===== src/common/mtc_pkg.sv =====
package mtc_pkg;

  // ****************************************************************
  // Register map.
  // ****************************************************************
  localparam logic [3:0] MTC_CFG_ADDR = 4'h0;
  localparam logic [3:0] MTC_STAT_ADDR = 4'h4;

  // ****************************************************************
  // Configuration word field positions.
  // ****************************************************************
  localparam int MTC_B_RST = 31;
  localparam int MTC_B_JUMBO = 30;
  localparam int MTC_B_FCS = 29;
  localparam int MTC_B_EN = 28;
  localparam int MTC_B_VLAN = 27;
  localparam int MTC_B_WAN = 26;
  localparam int MTC_B_ADJ = 25;
  localparam int MTC_B_DIC = 24;
  localparam int MTC_B_PRE = 23;
  localparam int MTC_B_STACK = 21;
  localparam int MTC_B_RST_LANE = 3;

  // Status word field positions.
  localparam int MTC_S_CNT_W = 16;
  localparam int MTC_S_RST = 16;
  localparam int MTC_S_DIS = 17;

  // Reset value and writable bits of the configuration word.
  localparam logic [31:0] MTC_CFG_RESET = 32'h1000_0000;
  localparam logic [31:0] MTC_CFG_MASK = 32'h7FA0_0000;
  localparam logic [31:0] MTC_WAN_MASK = 32'h0400_0000;

  // ****************************************************************
  // Frame sizes, tag types and datapath widths.
  // ****************************************************************
  localparam logic [15:0] MTC_MAX_STD = 16'h05EE;
  localparam logic [15:0] MTC_MAX_VLAN = 16'h05F2;
  localparam logic [15:0] MTC_MAX_WAN_JUMBO = 16'h4000;
  localparam logic [15:0] MTC_TAG_STD = 16'h8100;
  localparam logic [15:0] MTC_TAG_STACK = 16'h88A8;
  localparam int MTC_DP_WAN = 64;

  // ****************************************************************
  // AXI responses.
  // ****************************************************************
  localparam logic [1:0] MTC_RESP_OKAY = 2'h0;
  localparam logic [1:0] MTC_RESP_SLVERR = 2'h2;

  // ****************************************************************
  // Timing: transmitter reset pulse.
  // ****************************************************************
  localparam int MTC_CLK_PS = 4000;
  localparam int MTC_TXRST_NS = 32;
  localparam int MTC_TXRST_CYC = (MTC_TXRST_NS * 1000 + MTC_CLK_PS - 1) / MTC_CLK_PS;
  localparam logic [3:0] MTC_TXRST_LAST = 4'(MTC_TXRST_CYC - 1);

  // Gap policy handed to the transmit path.
  typedef enum logic [1:0] {
    MTC_GAP_STRETCH,
    MTC_GAP_DIC,
    MTC_GAP_ADJ,
    MTC_GAP_WAN
  } mtc_gap_e;

endpackage : mtc_pkg


===== src/common/mtc_gap_if.sv =====
`timescale 1ns/1ps
interface mtc_gap_if #(
  parameter int DLY_W = 8
);
  import mtc_pkg::*;
  logic tx_rst;
  logic wan_en;
  logic adj_en;
  logic dic_en;
  logic sof;
  logic [DLY_W-1:0] ifg_delay;
  mtc_gap_e gap_mode;
  logic [DLY_W-1:0] gap_delay;

  modport ctrl (output tx_rst, wan_en, adj_en, dic_en, sof, ifg_delay,
                input gap_mode, gap_delay);
  modport gap (input tx_rst, wan_en, adj_en, dic_en, sof, ifg_delay,
               output gap_mode, gap_delay);
endinterface : mtc_gap_if


===== src/verilog/mtc_gap_ctrl.sv =====
`timescale 1ns/1ps
module mtc_gap_ctrl
  import mtc_pkg::*;
#(
  parameter int DLY_W = 8
) (
  input wire logic aclk,
  input wire logic aresetn,
  mtc_gap_if.gap g
);

  // ****************************************************************
  // Gap policy selection.
  // ****************************************************************
  // WAN pacing outranks the adjust port, which outranks deficit idle.
  mtc_gap_e mode_nxt;
  assign mode_nxt = g.wan_en ? MTC_GAP_WAN :
                    g.adj_en ? MTC_GAP_ADJ :
                    g.dic_en ? MTC_GAP_DIC : MTC_GAP_STRETCH;

  // The delay is sampled only at a frame start, so a change mid-frame
  // does not disturb the gap that follows the frame in flight.
  logic [DLY_W-1:0] dly_r;
  mtc_gap_e mode_r;
  always_ff @(posedge aclk) begin
    if (!aresetn || g.tx_rst) begin
      dly_r <= '0;
      mode_r <= MTC_GAP_STRETCH;
    end else if (g.sof) begin
      mode_r <= mode_nxt;
      dly_r <= (mode_nxt == MTC_GAP_ADJ) ? g.ifg_delay : '0;
    end
  end

  assign g.gap_mode = mode_r;
  assign g.gap_delay = dly_r;

endmodule : mtc_gap_ctrl


===== src/verilog/mtc_top.sv =====
// Contract
// Writing one to bit 31 resets the transmitter; the bit self-clears.
// That reset also returns the configuration word to its defaults.
// Bit 30 permits frames above the legal maximum; clear limits to it.
// Bit 29 set: client supplies FCS, transmitter forwards it unchanged.
// Bit 29 clear: transmitter pads short frames and appends its own FCS.
// Bit 28 enables the transmitter; it defaults to one.
// Bit 27 allows VLAN frames, maximum 1522; clear keeps 1518.
// Bit 26 inserts idles to match OC-192 payload rate; clear is LAN gaps.
// In WAN mode client keeps jumbo frames at most 16384 bytes.
// WAN mode exists only with a 64-bit datapath; else bit 26 reserved.
// Bit 25 samples the gap-delay input at frame start to set the gap.
// Gap adjust has no effect while WAN mode is set.
// Bit 24 enables deficit idle count; clear stretches gaps for alignment.
// Deficit idle count is forced clear while gap adjust is enabled.
// Bit 23 sends the client preamble; clear sends the standard one.
// Bit 21 handles up to 8 stacked tags, recognising 0x88A8 and 0x8100.
// Reserved bits 22 and 20 to 0 read zero and ignore writes.
`timescale 1ns/1ps
module mtc_top
  import mtc_pkg::*;
#(
  parameter int DP_W = 64,
  parameter int DLY_W = 8,
  parameter logic [15:0] JUMBO_MAX = 16'hFFFF
) (
  input wire logic aclk,
  input wire logic aresetn,
  input wire logic [3:0] s_axi_awaddr,
  input wire logic s_axi_awvalid,
  output logic s_axi_awready,
  input wire logic [31:0] s_axi_wdata,
  input wire logic [3:0] s_axi_wstrb,
  input wire logic s_axi_wvalid,
  output logic s_axi_wready,
  output logic [1:0] s_axi_bresp,
  output logic s_axi_bvalid,
  input wire logic s_axi_bready,
  input wire logic [3:0] s_axi_araddr,
  input wire logic s_axi_arvalid,
  output logic s_axi_arready,
  output logic [31:0] s_axi_rdata,
  output logic [1:0] s_axi_rresp,
  output logic s_axi_rvalid,
  input wire logic s_axi_rready,
  input wire logic tx_sof,
  input wire logic [DLY_W-1:0] tx_ifg_delay,
  output logic tx_reset,
  output logic tx_enable,
  output logic jumbo_en,
  output logic inband_fcs_en,
  output logic pad_fcs_en,
  output logic vlan_en,
  output logic [15:0] max_frame_len,
  output logic wan_en,
  output logic stack_vlan_en,
  output logic [15:0] vlan_tag_alt,
  output logic preserve_pre_en,
  output logic [1:0] gap_mode,
  output logic [DLY_W-1:0] gap_delay
);

  // ****************************************************************
  // Constants that depend on the build.
  // ****************************************************************
  // Bit 26 is writable only where the WAN pacer exists.
  localparam logic [31:0] WR_MASK =
    (DP_W == MTC_DP_WAN) ? MTC_CFG_MASK : (MTC_CFG_MASK & ~MTC_WAN_MASK);

  // ****************************************************************
  // Helper functions.
  // ****************************************************************
  // Expands byte strobes to a bit mask; used only by configuration writes.
  function automatic logic [31:0] lane_mask(input logic [3:0] strb);
    logic [31:0] m;
    m = '0;
    for (int i = 0; i < 4; i++) begin
      m[i*8 +: 8] = {8{strb[i]}};
    end
    return m;
  endfunction : lane_mask

  // Applies a masked, strobed write to a stored word.
  function automatic logic [31:0] merge(input logic [31:0] old,
                                        input logic [31:0] data,
                                        input logic [31:0] m);
    return (old & ~m) | (data & m);
  endfunction : merge

  // ****************************************************************
  // AXI4-Lite write channel.
  // ****************************************************************
  logic awready_r;
  logic wready_r;
  logic bvalid_r;
  logic [1:0] bresp_r;
  logic aw_hold_r;
  logic w_hold_r;
  logic [3:0] awaddr_r;
  logic [31:0] wdata_r;
  logic [3:0] wstrb_r;
  logic aw_take;
  logic w_take;
  logic do_wr;
  logic wr_cfg_hit;
  logic wr_stat_hit;

  assign aw_take = s_axi_awvalid && awready_r;
  assign w_take = s_axi_wvalid && wready_r;
  // Address and data may arrive in either order; both are held first.
  assign do_wr = aw_hold_r && w_hold_r && !bvalid_r;
  assign wr_cfg_hit = (awaddr_r == MTC_CFG_ADDR);
  assign wr_stat_hit = (awaddr_r == MTC_STAT_ADDR);

  // Address half of a write.
  always_ff @(posedge aclk) begin
    if (!aresetn) begin
      aw_hold_r <= 1'b0;
      awready_r <= 1'b1;
      awaddr_r <= '0;
    end else if (aw_take) begin
      aw_hold_r <= 1'b1;
      awready_r <= 1'b0;
      awaddr_r <= s_axi_awaddr;
    end else if (do_wr) begin
      aw_hold_r <= 1'b0;
      awready_r <= 1'b1;
    end
  end

  // Data half of a write.
  always_ff @(posedge aclk) begin
    if (!aresetn) begin
      w_hold_r <= 1'b0;
      wready_r <= 1'b1;
      wdata_r <= '0;
      wstrb_r <= '0;
    end else if (w_take) begin
      w_hold_r <= 1'b1;
      wready_r <= 1'b0;
      wdata_r <= s_axi_wdata;
      wstrb_r <= s_axi_wstrb;
    end else if (do_wr) begin
      w_hold_r <= 1'b0;
      wready_r <= 1'b1;
    end
  end

  // Write response; a status word write clears its counters and answers OKAY.
  always_ff @(posedge aclk) begin
    if (!aresetn) begin
      bvalid_r <= 1'b0;
      bresp_r <= MTC_RESP_OKAY;
    end else if (do_wr) begin
      bvalid_r <= 1'b1;
      bresp_r <= (wr_cfg_hit || wr_stat_hit) ? MTC_RESP_OKAY : MTC_RESP_SLVERR;
    end else if (s_axi_bready) begin
      bvalid_r <= 1'b0;
    end
  end

  // ****************************************************************
  // Configuration word.
  // ****************************************************************
  logic [31:0] cfg_r;
  logic [31:0] cfg_nxt;
  logic [31:0] wr_m;
  logic rst_req;
  logic cfg_we;

  assign cfg_we = do_wr && wr_cfg_hit;
  assign wr_m = lane_mask(wstrb_r);
  // A one in the reset bit wins over every other bit of the same write.
  assign rst_req = cfg_we && wstrb_r[MTC_B_RST_LANE] && wdata_r[MTC_B_RST];

  // Deficit idle is dropped whenever the stored adjust bit is set.
  always_comb begin
    cfg_nxt = merge(cfg_r, wdata_r, wr_m & WR_MASK);
    if (cfg_nxt[MTC_B_ADJ]) begin
      cfg_nxt[MTC_B_DIC] = 1'b0;
    end
  end

  always_ff @(posedge aclk) begin
    if (!aresetn || rst_req) begin
      cfg_r <= MTC_CFG_RESET;
    end else if (cfg_we) begin
      cfg_r <= cfg_nxt;
    end
  end

  // ****************************************************************
  // Transmitter reset pulse.
  // ****************************************************************
  // The pulse lasts long enough for the transmit path to flush; its
  // bit reads back as one only while the pulse runs, then reverts.
  logic txrst_r;
  logic [3:0] txrst_cnt_r;

  always_ff @(posedge aclk) begin
    if (!aresetn) begin
      txrst_r <= 1'b0;
      txrst_cnt_r <= '0;
    end else if (rst_req) begin
      txrst_r <= 1'b1;
      txrst_cnt_r <= '0;
    end else if (txrst_r) begin
      txrst_cnt_r <= txrst_cnt_r + 4'h1;
      if (txrst_cnt_r == MTC_TXRST_LAST) begin
        txrst_r <= 1'b0;
      end
    end
  end

  // ****************************************************************
  // Effective controls for the transmit path.
  // ****************************************************************
  logic wan_eff;
  logic adj_eff;
  logic dic_eff;
  logic [15:0] max_len_nxt;

  assign wan_eff = (DP_W == MTC_DP_WAN) && cfg_r[MTC_B_WAN];
  assign adj_eff = cfg_r[MTC_B_ADJ] && !wan_eff;
  assign dic_eff = cfg_r[MTC_B_DIC] && !cfg_r[MTC_B_ADJ];
  // The WAN jumbo ceiling is advisory for the client; the limit still
  // guards the line so an oversized frame is cut rather than sent.
  assign max_len_nxt = !cfg_r[MTC_B_JUMBO] ?
                         (cfg_r[MTC_B_VLAN] ? MTC_MAX_VLAN : MTC_MAX_STD) :
                         (wan_eff ? MTC_MAX_WAN_JUMBO : JUMBO_MAX);

  logic tx_enable_r;
  logic jumbo_r;
  logic fcs_r;
  logic pad_r;
  logic vlan_r;
  logic [15:0] max_len_r;
  logic wan_r;
  logic stack_r;
  logic [15:0] tag_alt_r;
  logic pre_r;

  // Registered so every control reaches the datapath from a flop.
  always_ff @(posedge aclk) begin
    if (!aresetn) begin
      tx_enable_r <= MTC_CFG_RESET[MTC_B_EN];
      jumbo_r <= 1'b0;
      fcs_r <= 1'b0;
      pad_r <= 1'b1;
      vlan_r <= 1'b0;
      max_len_r <= MTC_MAX_STD;
      wan_r <= 1'b0;
      stack_r <= 1'b0;
      tag_alt_r <= MTC_TAG_STD;
      pre_r <= 1'b0;
    end else begin
      // The request itself gates enable, so it drops with the reset pulse.
      tx_enable_r <= cfg_r[MTC_B_EN] && !txrst_r && !rst_req;
      jumbo_r <= cfg_r[MTC_B_JUMBO];
      fcs_r <= cfg_r[MTC_B_FCS];
      pad_r <= !cfg_r[MTC_B_FCS];
      vlan_r <= cfg_r[MTC_B_VLAN];
      max_len_r <= max_len_nxt;
      wan_r <= wan_eff;
      stack_r <= cfg_r[MTC_B_STACK];
      tag_alt_r <= cfg_r[MTC_B_STACK] ? MTC_TAG_STACK : MTC_TAG_STD;
      pre_r <= cfg_r[MTC_B_PRE];
    end
  end

  // ****************************************************************
  // Gap control and frame statistics.
  // ****************************************************************
  mtc_gap_if #(.DLY_W(DLY_W)) gif ();

  assign gif.tx_rst = txrst_r;
  assign gif.wan_en = wan_eff;
  assign gif.adj_en = adj_eff;
  assign gif.dic_en = dic_eff;
  assign gif.sof = tx_sof && tx_enable_r;
  assign gif.ifg_delay = tx_ifg_delay;

  mtc_gap_ctrl #(.DLY_W(DLY_W)) u_gap (
    .aclk(aclk),
    .aresetn(aresetn),
    .g(gif.gap)
  );

  // Counts frame starts accepted; refused starts raise a sticky flag.
  logic [MTC_S_CNT_W-1:0] sof_cnt_r;
  logic dis_seen_r;
  logic stat_clr;

  assign stat_clr = do_wr && wr_stat_hit;

  always_ff @(posedge aclk) begin
    if (!aresetn || txrst_r) begin
      sof_cnt_r <= '0;
      dis_seen_r <= 1'b0;
    end else begin
      if (gif.sof) begin
        sof_cnt_r <= sof_cnt_r + 1'b1;
      end else if (stat_clr) begin
        sof_cnt_r <= '0;
      end
      // A refused frame in the clear cycle still sets the flag.
      if (tx_sof && !tx_enable_r) begin
        dis_seen_r <= 1'b1;
      end else if (stat_clr) begin
        dis_seen_r <= 1'b0;
      end
    end
  end

  // ****************************************************************
  // AXI4-Lite read channel.
  // ****************************************************************
  logic arready_r;
  logic rvalid_r;
  logic [31:0] rdata_r;
  logic [1:0] rresp_r;
  logic ar_take;
  logic rd_cfg_hit;
  logic rd_stat_hit;
  logic [31:0] cfg_rd;
  logic [31:0] stat_rd;

  assign ar_take = s_axi_arvalid && arready_r;
  assign rd_cfg_hit = (s_axi_araddr == MTC_CFG_ADDR);
  assign rd_stat_hit = (s_axi_araddr == MTC_STAT_ADDR);
  // Reserved bits read as zero; the reset bit shows the live pulse.
  assign cfg_rd = (cfg_r & WR_MASK) | ({31'h0, txrst_r} << MTC_B_RST);
  assign stat_rd = {14'h0, dis_seen_r, txrst_r, sof_cnt_r};

  always_ff @(posedge aclk) begin
    if (!aresetn) begin
      arready_r <= 1'b1;
      rvalid_r <= 1'b0;
      rdata_r <= '0;
      rresp_r <= MTC_RESP_OKAY;
    end else if (ar_take) begin
      arready_r <= 1'b0;
      rvalid_r <= 1'b1;
      if (rd_cfg_hit) begin
        rdata_r <= cfg_rd;
        rresp_r <= MTC_RESP_OKAY;
      end else if (rd_stat_hit) begin
        rdata_r <= stat_rd;
        rresp_r <= MTC_RESP_OKAY;
      end else begin
        rdata_r <= '0;
        rresp_r <= MTC_RESP_SLVERR;
      end
    end else if (rvalid_r && s_axi_rready) begin
      rvalid_r <= 1'b0;
      arready_r <= 1'b1;
    end
  end

  // ****************************************************************
  // Outputs.
  // ****************************************************************
  assign s_axi_awready = awready_r;
  assign s_axi_wready = wready_r;
  assign s_axi_bvalid = bvalid_r;
  assign s_axi_bresp = bresp_r;
  assign s_axi_arready = arready_r;
  assign s_axi_rvalid = rvalid_r;
  assign s_axi_rdata = rdata_r;
  assign s_axi_rresp = rresp_r;
  assign tx_reset = txrst_r;
  assign tx_enable = tx_enable_r;
  assign jumbo_en = jumbo_r;
  assign inband_fcs_en = fcs_r;
  assign pad_fcs_en = pad_r;
  assign vlan_en = vlan_r;
  assign max_frame_len = max_len_r;
  assign wan_en = wan_r;
  assign stack_vlan_en = stack_r;
  assign vlan_tag_alt = tag_alt_r;
  assign preserve_pre_en = pre_r;
  assign gap_mode = gif.gap_mode;
  assign gap_delay = gif.gap_delay;

endmodule : mtc_top


===== config.mk =====
export PLATFORM = sky130hd
export DESIGN_NAME = mtc_top
export DESIGN_NICKNAME = d
export VERILOG_FILES = /design/src/common/mtc_pkg.sv /design/src/common/mtc_gap_if.sv /design/src/verilog/mtc_gap_ctrl.sv /design/src/verilog/mtc_top.sv
export SDC_FILE = /design/constraint.sdc
export NUM_CORES = 1
export LEC_CHECK = 0
export ABC_AREA = 1
export BUFFER_PORTS_ARGS = -buffer_cell sky130_fd_sc_hd__buf_2
export CAP_MARGIN = 25
export CORE_MARGIN = 3
export CORE_UTILIZATION = 40
export DETAILED_ROUTE_END_ITERATION = 12
export GPL_TIMING_DRIVEN = 0
export PLACE_DENSITY = 0.72
export SLEW_MARGIN = 10
export SYNTH_ARGS = -nofsm -noshare
export SYNTH_HDL_FRONTEND = slang
export SYNTH_HIERARCHICAL = 1
export SYNTH_SLANG_ARGS = --single-unit

===== constraint.sdc =====
create_clock -name aclk -period 1.5 [get_ports aclk]
set_input_delay 0.3 -clock aclk [delete_from_list [all_inputs] [get_ports aclk]]
set_output_delay 0.3 -clock aclk [all_outputs]
set_load 0.01 [all_outputs]

==> run metrics, run 1 <==
status=complete, no violations; Root Buffer Master=clkbuf_8; placed cell count=840; residual DRC count=0; hold crit path type=in2reg; slowest stage delay, CP=0.37 ns; Mean Syn Cell Area=7.62 µm²; worst skew pair latency=0.37 ns; fmax=715 MHz; drt via density=4.77; vias=4093; first-pass GRT wire length=18300 µm; fin cells=858; core box area=10500 µm²; maximum clock insertion buffer count=2; Min Hold Slack=0.174 ns; leakage=0.00243 µW; Die X=111 µm; clock skew=0.0101 ns; total chip power=5070 µW; RSZ-0062 raised after global routing=no; die span in y=111 µm; Rel. slew slack=60.5%; CP bufs+invs=3; WP data arrival=1.71 ns; Initial Util=42.0%; crit path time final=1.40 ns; Final Hold Vio Count=0; Finish-stage setup viols=0; largest net degree at the start of global routing=18; H-tree levels=3; WP data required=1.81 ns; CTS Sinks=108; NumNets Final=779; Pre-antenna DRT Iters=4; post-synthesis sequential area ratio=49.0%; Top Ports=152; kind of critical path=reg2reg; CTS tree=done; crit path max fanout=12; post-synthesis cell count=579; Worst IR Drop VDD=0.398 mV; area grow syn2layout=22.6%; critical path's slowest cell=dfxtp_2; critical path's top delay family=buffers and inverters; Routability Congestion=0.912; final slew viol count=0; max_cap viols=0; initial antenna violation count=0; mapped cell area=4410 µm²; grt total ovfl=0; CP endpoint kind=flip-flop; initial DRC count=196; Clock transition at path regs=0.10 ns; #FFs+latches synth=108; PD cells=937 nW/µm²; worst-path cell chain=nand2_1 -> clkinv_2 -> buf_6 -> inv_2 -> nor2_4 -> nand3_1 -> a21oi_1; TNS Setup=0 ns; Setup crit start kind=flip-flop; Wirelength per Cell=12.9 µm; Routed WL=11100 µm; IO buf count=110; Antenna Nets Post-Route=0; # diodes=0; die area=12300 µm²; number of global-route vias before repair=3947; Global Route Usage Sum=18.0%; dpl hpwl=8370 µm; Yosys cell types=33; Synth warnings=6; num rows=37; fin crit share=93.3%; layout cells sized above 1=26.3%; Worst-Margin Slew=0.592 ns; number of CTS-inserted buffers=9
==> layout by cell type (no fill, tap or decap), drive strengths merged <==
| cell | synthesis | final |
|---|---|---|
| o21bai | 1 | 1 |
| conb | 2 | 17 |
| o21a | 1 | 1 |
| o21ai | 36 | 36 |
| ha | 2 | 2 |
| buf | 45 | 155 |
| nor3 | 4 | 4 |
| mux2i | 1 | 1 |
| xor2 | 2 | 2 |
| nand3 | 49 | 49 |
| nor2 | 62 | 63 |
| clkinvlp | 0 | 3 |
| o22ai | 1 | 1 |
| a21oi | 66 | 66 |
| nand2 | 136 | 136 |
| a31oi | 1 | 1 |
| clkinv | 2 | 3 |
| or2 | 1 | 1 |
| nand3b | 1 | 1 |
| nand4 | 6 | 6 |
| clkbuf | 7 | 19 |
| dfxtp | 108 | 108 |
| inv | 45 | 46 |
==> area by class of cell <==
type                            instances  area, µm²
Timing Repair Buffer                  111        558
Clock inverter                          5       36.3
Multi-Input combinational cell        388       1810
Buffer                                 52        348
Tap cell                              136        170
Sequential cell                       108       2160
Clock buffer                           11        141
Inverter                               47        178
Fill cell                            1036       5100
==> kinds of logic (layout without fill, tap and decap cells) <==
kind of cell / count (synthesis) / after routing / synth area share [%]
simple gates: 259 / 260 / 25.4
flops: 108 / 108 / 49.0
compound gates: 106 / 106 / 12.5
buf+inv: 99 / 226 / 11.7
fa+ha+maj: 2 / 2 / 0.567
other cells: 2 / 17 / 0.170
xor+xnor: 2 / 2 / 0.397
mux: 1 / 1 / 0.227
==> metal layers <==
metal / up-vias / track usage (%) / wire length [µm] / share of wire (%)
met5: - / 0 / 0 / 0
li1: 2093 / - / - / -
met3: 19 / 3.55 / 774 / 7.0
met1: 1847 / 22.6 / 4950 / 45
met4: 0 / 8.37 / 261 / 2.4
met2: 134 / 29.7 / 5110 / 46
==> registers in the layout, indices dropped and copies added (netlist names), 2 cells and up, named ones only <==
signal	cells
awaddr_r	4
cfg_r	2
max_frame_len	5
s_axi_rdata	28
sof_cnt_r	16
txrst_cnt_r	4
u_gap/g.gap_delay	8
u_gap/g.gap_mode	2
vlan_tag_alt	2
wdata_r	10
wstrb_r	2
==> power breakdown <==
| group | switching, µW | internal [µW] | leakage, µW | total (µW) |
|---|---|---|---|---|
| Sequential | 48.0 | 2930 | 0.000877 | 2980 |
| Combinational | 283 | 161 | 0.00147 | 444 |
| Clock | 990 | 653 | 0.0000820 | 1640 |
==> cells in the mapped netlist <==
master,instances,area [µm²]
buf_4,34,255
o21ai_2,1,8.76
nor3_4,1,16.3
a21oi_1,65,325
inv_1,43,161
conb_1,2,7.51
a21oi_4,1,16.3
inv_2,2,7.51
buf_6,1,11.3
clkbuf_1,7,26.3
nand2_2,2,12.5
xor2_1,2,17.5
clkinv_1,2,7.51
or2_2,1,6.26
mux2i_1,1,10.0
o22ai_1,1,6.26
buf_2,7,35.0
o21bai_1,1,7.51
nand2_1,134,503
nor2_1,55,206
dfxtp_1,108,2160
nor2_2,3,18.8
o21ai_0,35,175
nand3_2,1,10.0
nor2_4,4,45.0
o21a_1,1,7.51
buf_1,3,11.3
a31oi_1,1,6.26
nor3_1,3,15.0
nand4_1,6,37.5
ha_1,2,25.0
nand3b_1,1,7.51
nand3_1,48,240
==> worst min-delay path, stage by stage <==
cell and delay (ns):
buf_2 0.07, o21ai_0 0.07, nor2_1 0.08
==> per-stage QoR <==
stage	worst slack (ns)	area, µm²	utilization, %
4_1_cts	0.0140	5370	51.1
3_5_place_dp	-0.190	5190	49.4
6_report	0.101	5410	51.5
3_3_place_gp	-0.168	5190	49.4
5_1_grt	0.00685	5410	51.5
2_1_floorplan	0.136	4470	-
==> final timing paths <==
| kind | startpoint | endpoint | slack (ns) | cells after the start |
|---|---|---|---|---|
| setup / recovery | tx_enable | u_gap/g.gap_delay[0] | 0.10 | 7 |
| setup reg to reg | tx_enable | u_gap/g.gap_delay[0] | 0.10 | 7 |
| hold reg to reg | flip-flop | pad_fcs_en | 0.46 | 1 |
| hold / removal | s_axi_wdata[23] | wdata_r[23] | 0.17 | 3 |
==> repair_timing <==
action / 4_1_cts / 5_1_grt
pin swaps: 1 / 1
cloned: 1 / 0
hold buffers: 0 / 0
gates resized for setup: 2 / 10
setup buffers: 0 / 1
setup endpoints to repair: 9 / 18
(Power assumes the default switching activity.)
==> run 2: changes to the inputs <==
PLACE_DENSITY = 0.77   (was 0.72)
==> run 2 against run 1 <==
Global-route usage decreased by 1.6 points. Count of clock-buffer cells in the layout is 2 lower. Fmax rose by 2.8%. Die area unchanged. Cell area rose by 0.97%. Total power up 4.9%. Cell count unchanged. Worst hold slack got worse by 0.0037 ns. Routed wire length shrank 8.5%. Combinational power decreased by 1%. Clock skew rose by 0.0013 ns. Critical path depth unchanged. Critical path type unchanged.
==> run metrics, run 2 (synthesis gave the netlist of run 1 again) <==
drt via density=4.68; maximum clock insertion buffer count=2; Antenna Nets Post-Route=0; kind of critical path=reg2reg; combinational power share=8.2%; Top Ports=152; PD cells=974 nW/µm²; clock skew=0.0115 ns; status=complete, no violations; total chip power=5320 µW; r2r startpoint=s_axi_bvalid; Flop pwr share=56.1%; switching share of power=26.4%; grt total ovfl=0; num rows=37; initial DRC count=228; Worst-Margin Slew=0.523 ns; fin crit share=90.7%; Hold Crit Depth=3; CTS Sinks=108; cell count of the worst reg-to-reg path=7; worst r2r dst=cfg_r[25]; worst hold endpoint=wdata_r[27]; Setup crit start kind=flip-flop; final slew viol count=0; Routability Congestion=0.881; die span in y=111 µm; core box area=10500 µm²; Rel. slew slack=65.1%; min-delay src=s_axi_wdata[27]; crit path time final=1.36 ns; Final Hold Vio Count=0; Routed WL=10200 µm; hold crit path type=in2reg; H-tree levels=3; Root Buffer Master=clkbuf_8; RSZ-0062 raised after global routing=yes; number of global-route vias before repair=3631; die area=12300 µm²; worst skew pair latency=0.37 ns; Int Power=3910 µW; Worst IR Drop VDD=0.461 mV; fmax=735 MHz; Pre-antenna DRT Iters=4; dpl hpwl=7690 µm; FF-to-FF setup slack=0.14 ns; CTS tree=done; Die X=111 µm; Finish-stage setup viols=0; residual DRC count=0; most frequent cells in the layout=133 x nand2_1, 115 x buf_2, 106 x dfxtp_1, 65 x a21oi_1, 54 x nor2_1; largest net degree at the start of global routing=21; WP data arrival=1.64 ns; WP data required=1.78 ns; NumNets Final=779; Clock power frac=35.7%; commonest non-fill, non-tap cell in the layout=nand2_1; Global Route Usage Sum=16.4%; first-pass GRT wire length=16900 µm; DP Area=5190 µm²; leakage=0.00246 µW; Wirelength per Cell=11.8 µm; post-route cell area=5460 µm²; # diodes=0; number of CTS-inserted buffers=9; crit path max fanout=10; area grow syn2layout=23.8%; vias=4018; max_cap viols=0; layout cells sized above 1=26.9%; Psw=1400 µW; Clock transition at path regs=0.11 ns; CP endpoint kind=flip-flop; max FFs per register=28; Initial Util=42.0%; IO buf count=110; initial antenna violation count=0
[run 2: layout make-up]
type                       instances  area, µm²
buffer                            52        349
clock buffer                       9        124
clock inverter                     7       97.6
fill                            1039       5050
inverter                          47        178
multi-input combinational        388       1820
sequential                       108       2160
tap                              136        170
timing repair buffer             111        558
[run 2: how the worst max path moves through the flow]
stage | start | endpoint | slack (ns) | cells after the start
CTS | aw_hold_r | sof_cnt_r[9] | 0.004 | 7
global route | tx_enable | u_gap/g.gap_delay[0] | -0.006 | 7
floorplan | tx_enable | u_gap/g.gap_delay[0] | 0.14 | 7
global placement | tx_enable | u_gap/g.gap_delay[2] | -0.20 | 7
detailed placement | tx_enable | u_gap/g.gap_delay[6] | -0.22 | 7
finish | s_axi_bvalid | cfg_r[25] | 0.14 | 7
[run 2: per-stage QoR]
stage / setup slack [ns] / hold slack (ns) / util (%) / std cells / TNS [ns]
6_report: 0.139 / 0.171 / 52.0 / 858 / 0
5_1_grt: -0.00571 / 0.178 / 52.0 / 858 / -0.00571
4_1_cts: 0.00355 / 0.161 / 51.6 / 857 / 0
3_5_place_dp: -0.225 / 0.430 / 49.4 / 840 / -1.89
3_3_place_gp: -0.203 / 0.424 / 49.4 / 840 / -1.74
2_1_floorplan: 0.136 / 0.391 / - / 594 / 0
[run 2: routing by layer]
layer / vias up / GRT usage (%) / wire [µm]
met5: - / 0 / 0
met1: 1777 / 22.5 / 4830
met4: 0 / 5.01 / 127
met3: 9 / 3.88 / 690
met2: 123 / 25.6 / 4510
li1: 2109 / - / -
[run 2: power by group through the flow]
stage               sequential [µW]  combinational [µW]  clock [µW]
floorplan                      3040                 281           0
CTS                            2980                 431        1940
detailed placement             3050                 426           0
finish                         2980                 438        1900
global route                   2990                 499        2040
global placement               3040                 422           0
[run 2: worst max-delay path, stage by stage, from the launching register on]
cell	delay, ns
dfxtp_1	0.36
inv_1	0.08
nand3_1	0.14
nor2_4	0.18
nand3_2	0.12
nand2_1	0.13
buf_4	0.19
nor2_1	0.06
[run 2: what timing repair did]
action                     CTS  global route
gates resized for setup      5            10
buffers inserted             0             1
pin swaps                    1             2
hold buffers                 0             0
setup endpoints to repair    9            27
gates cloned                 1             0
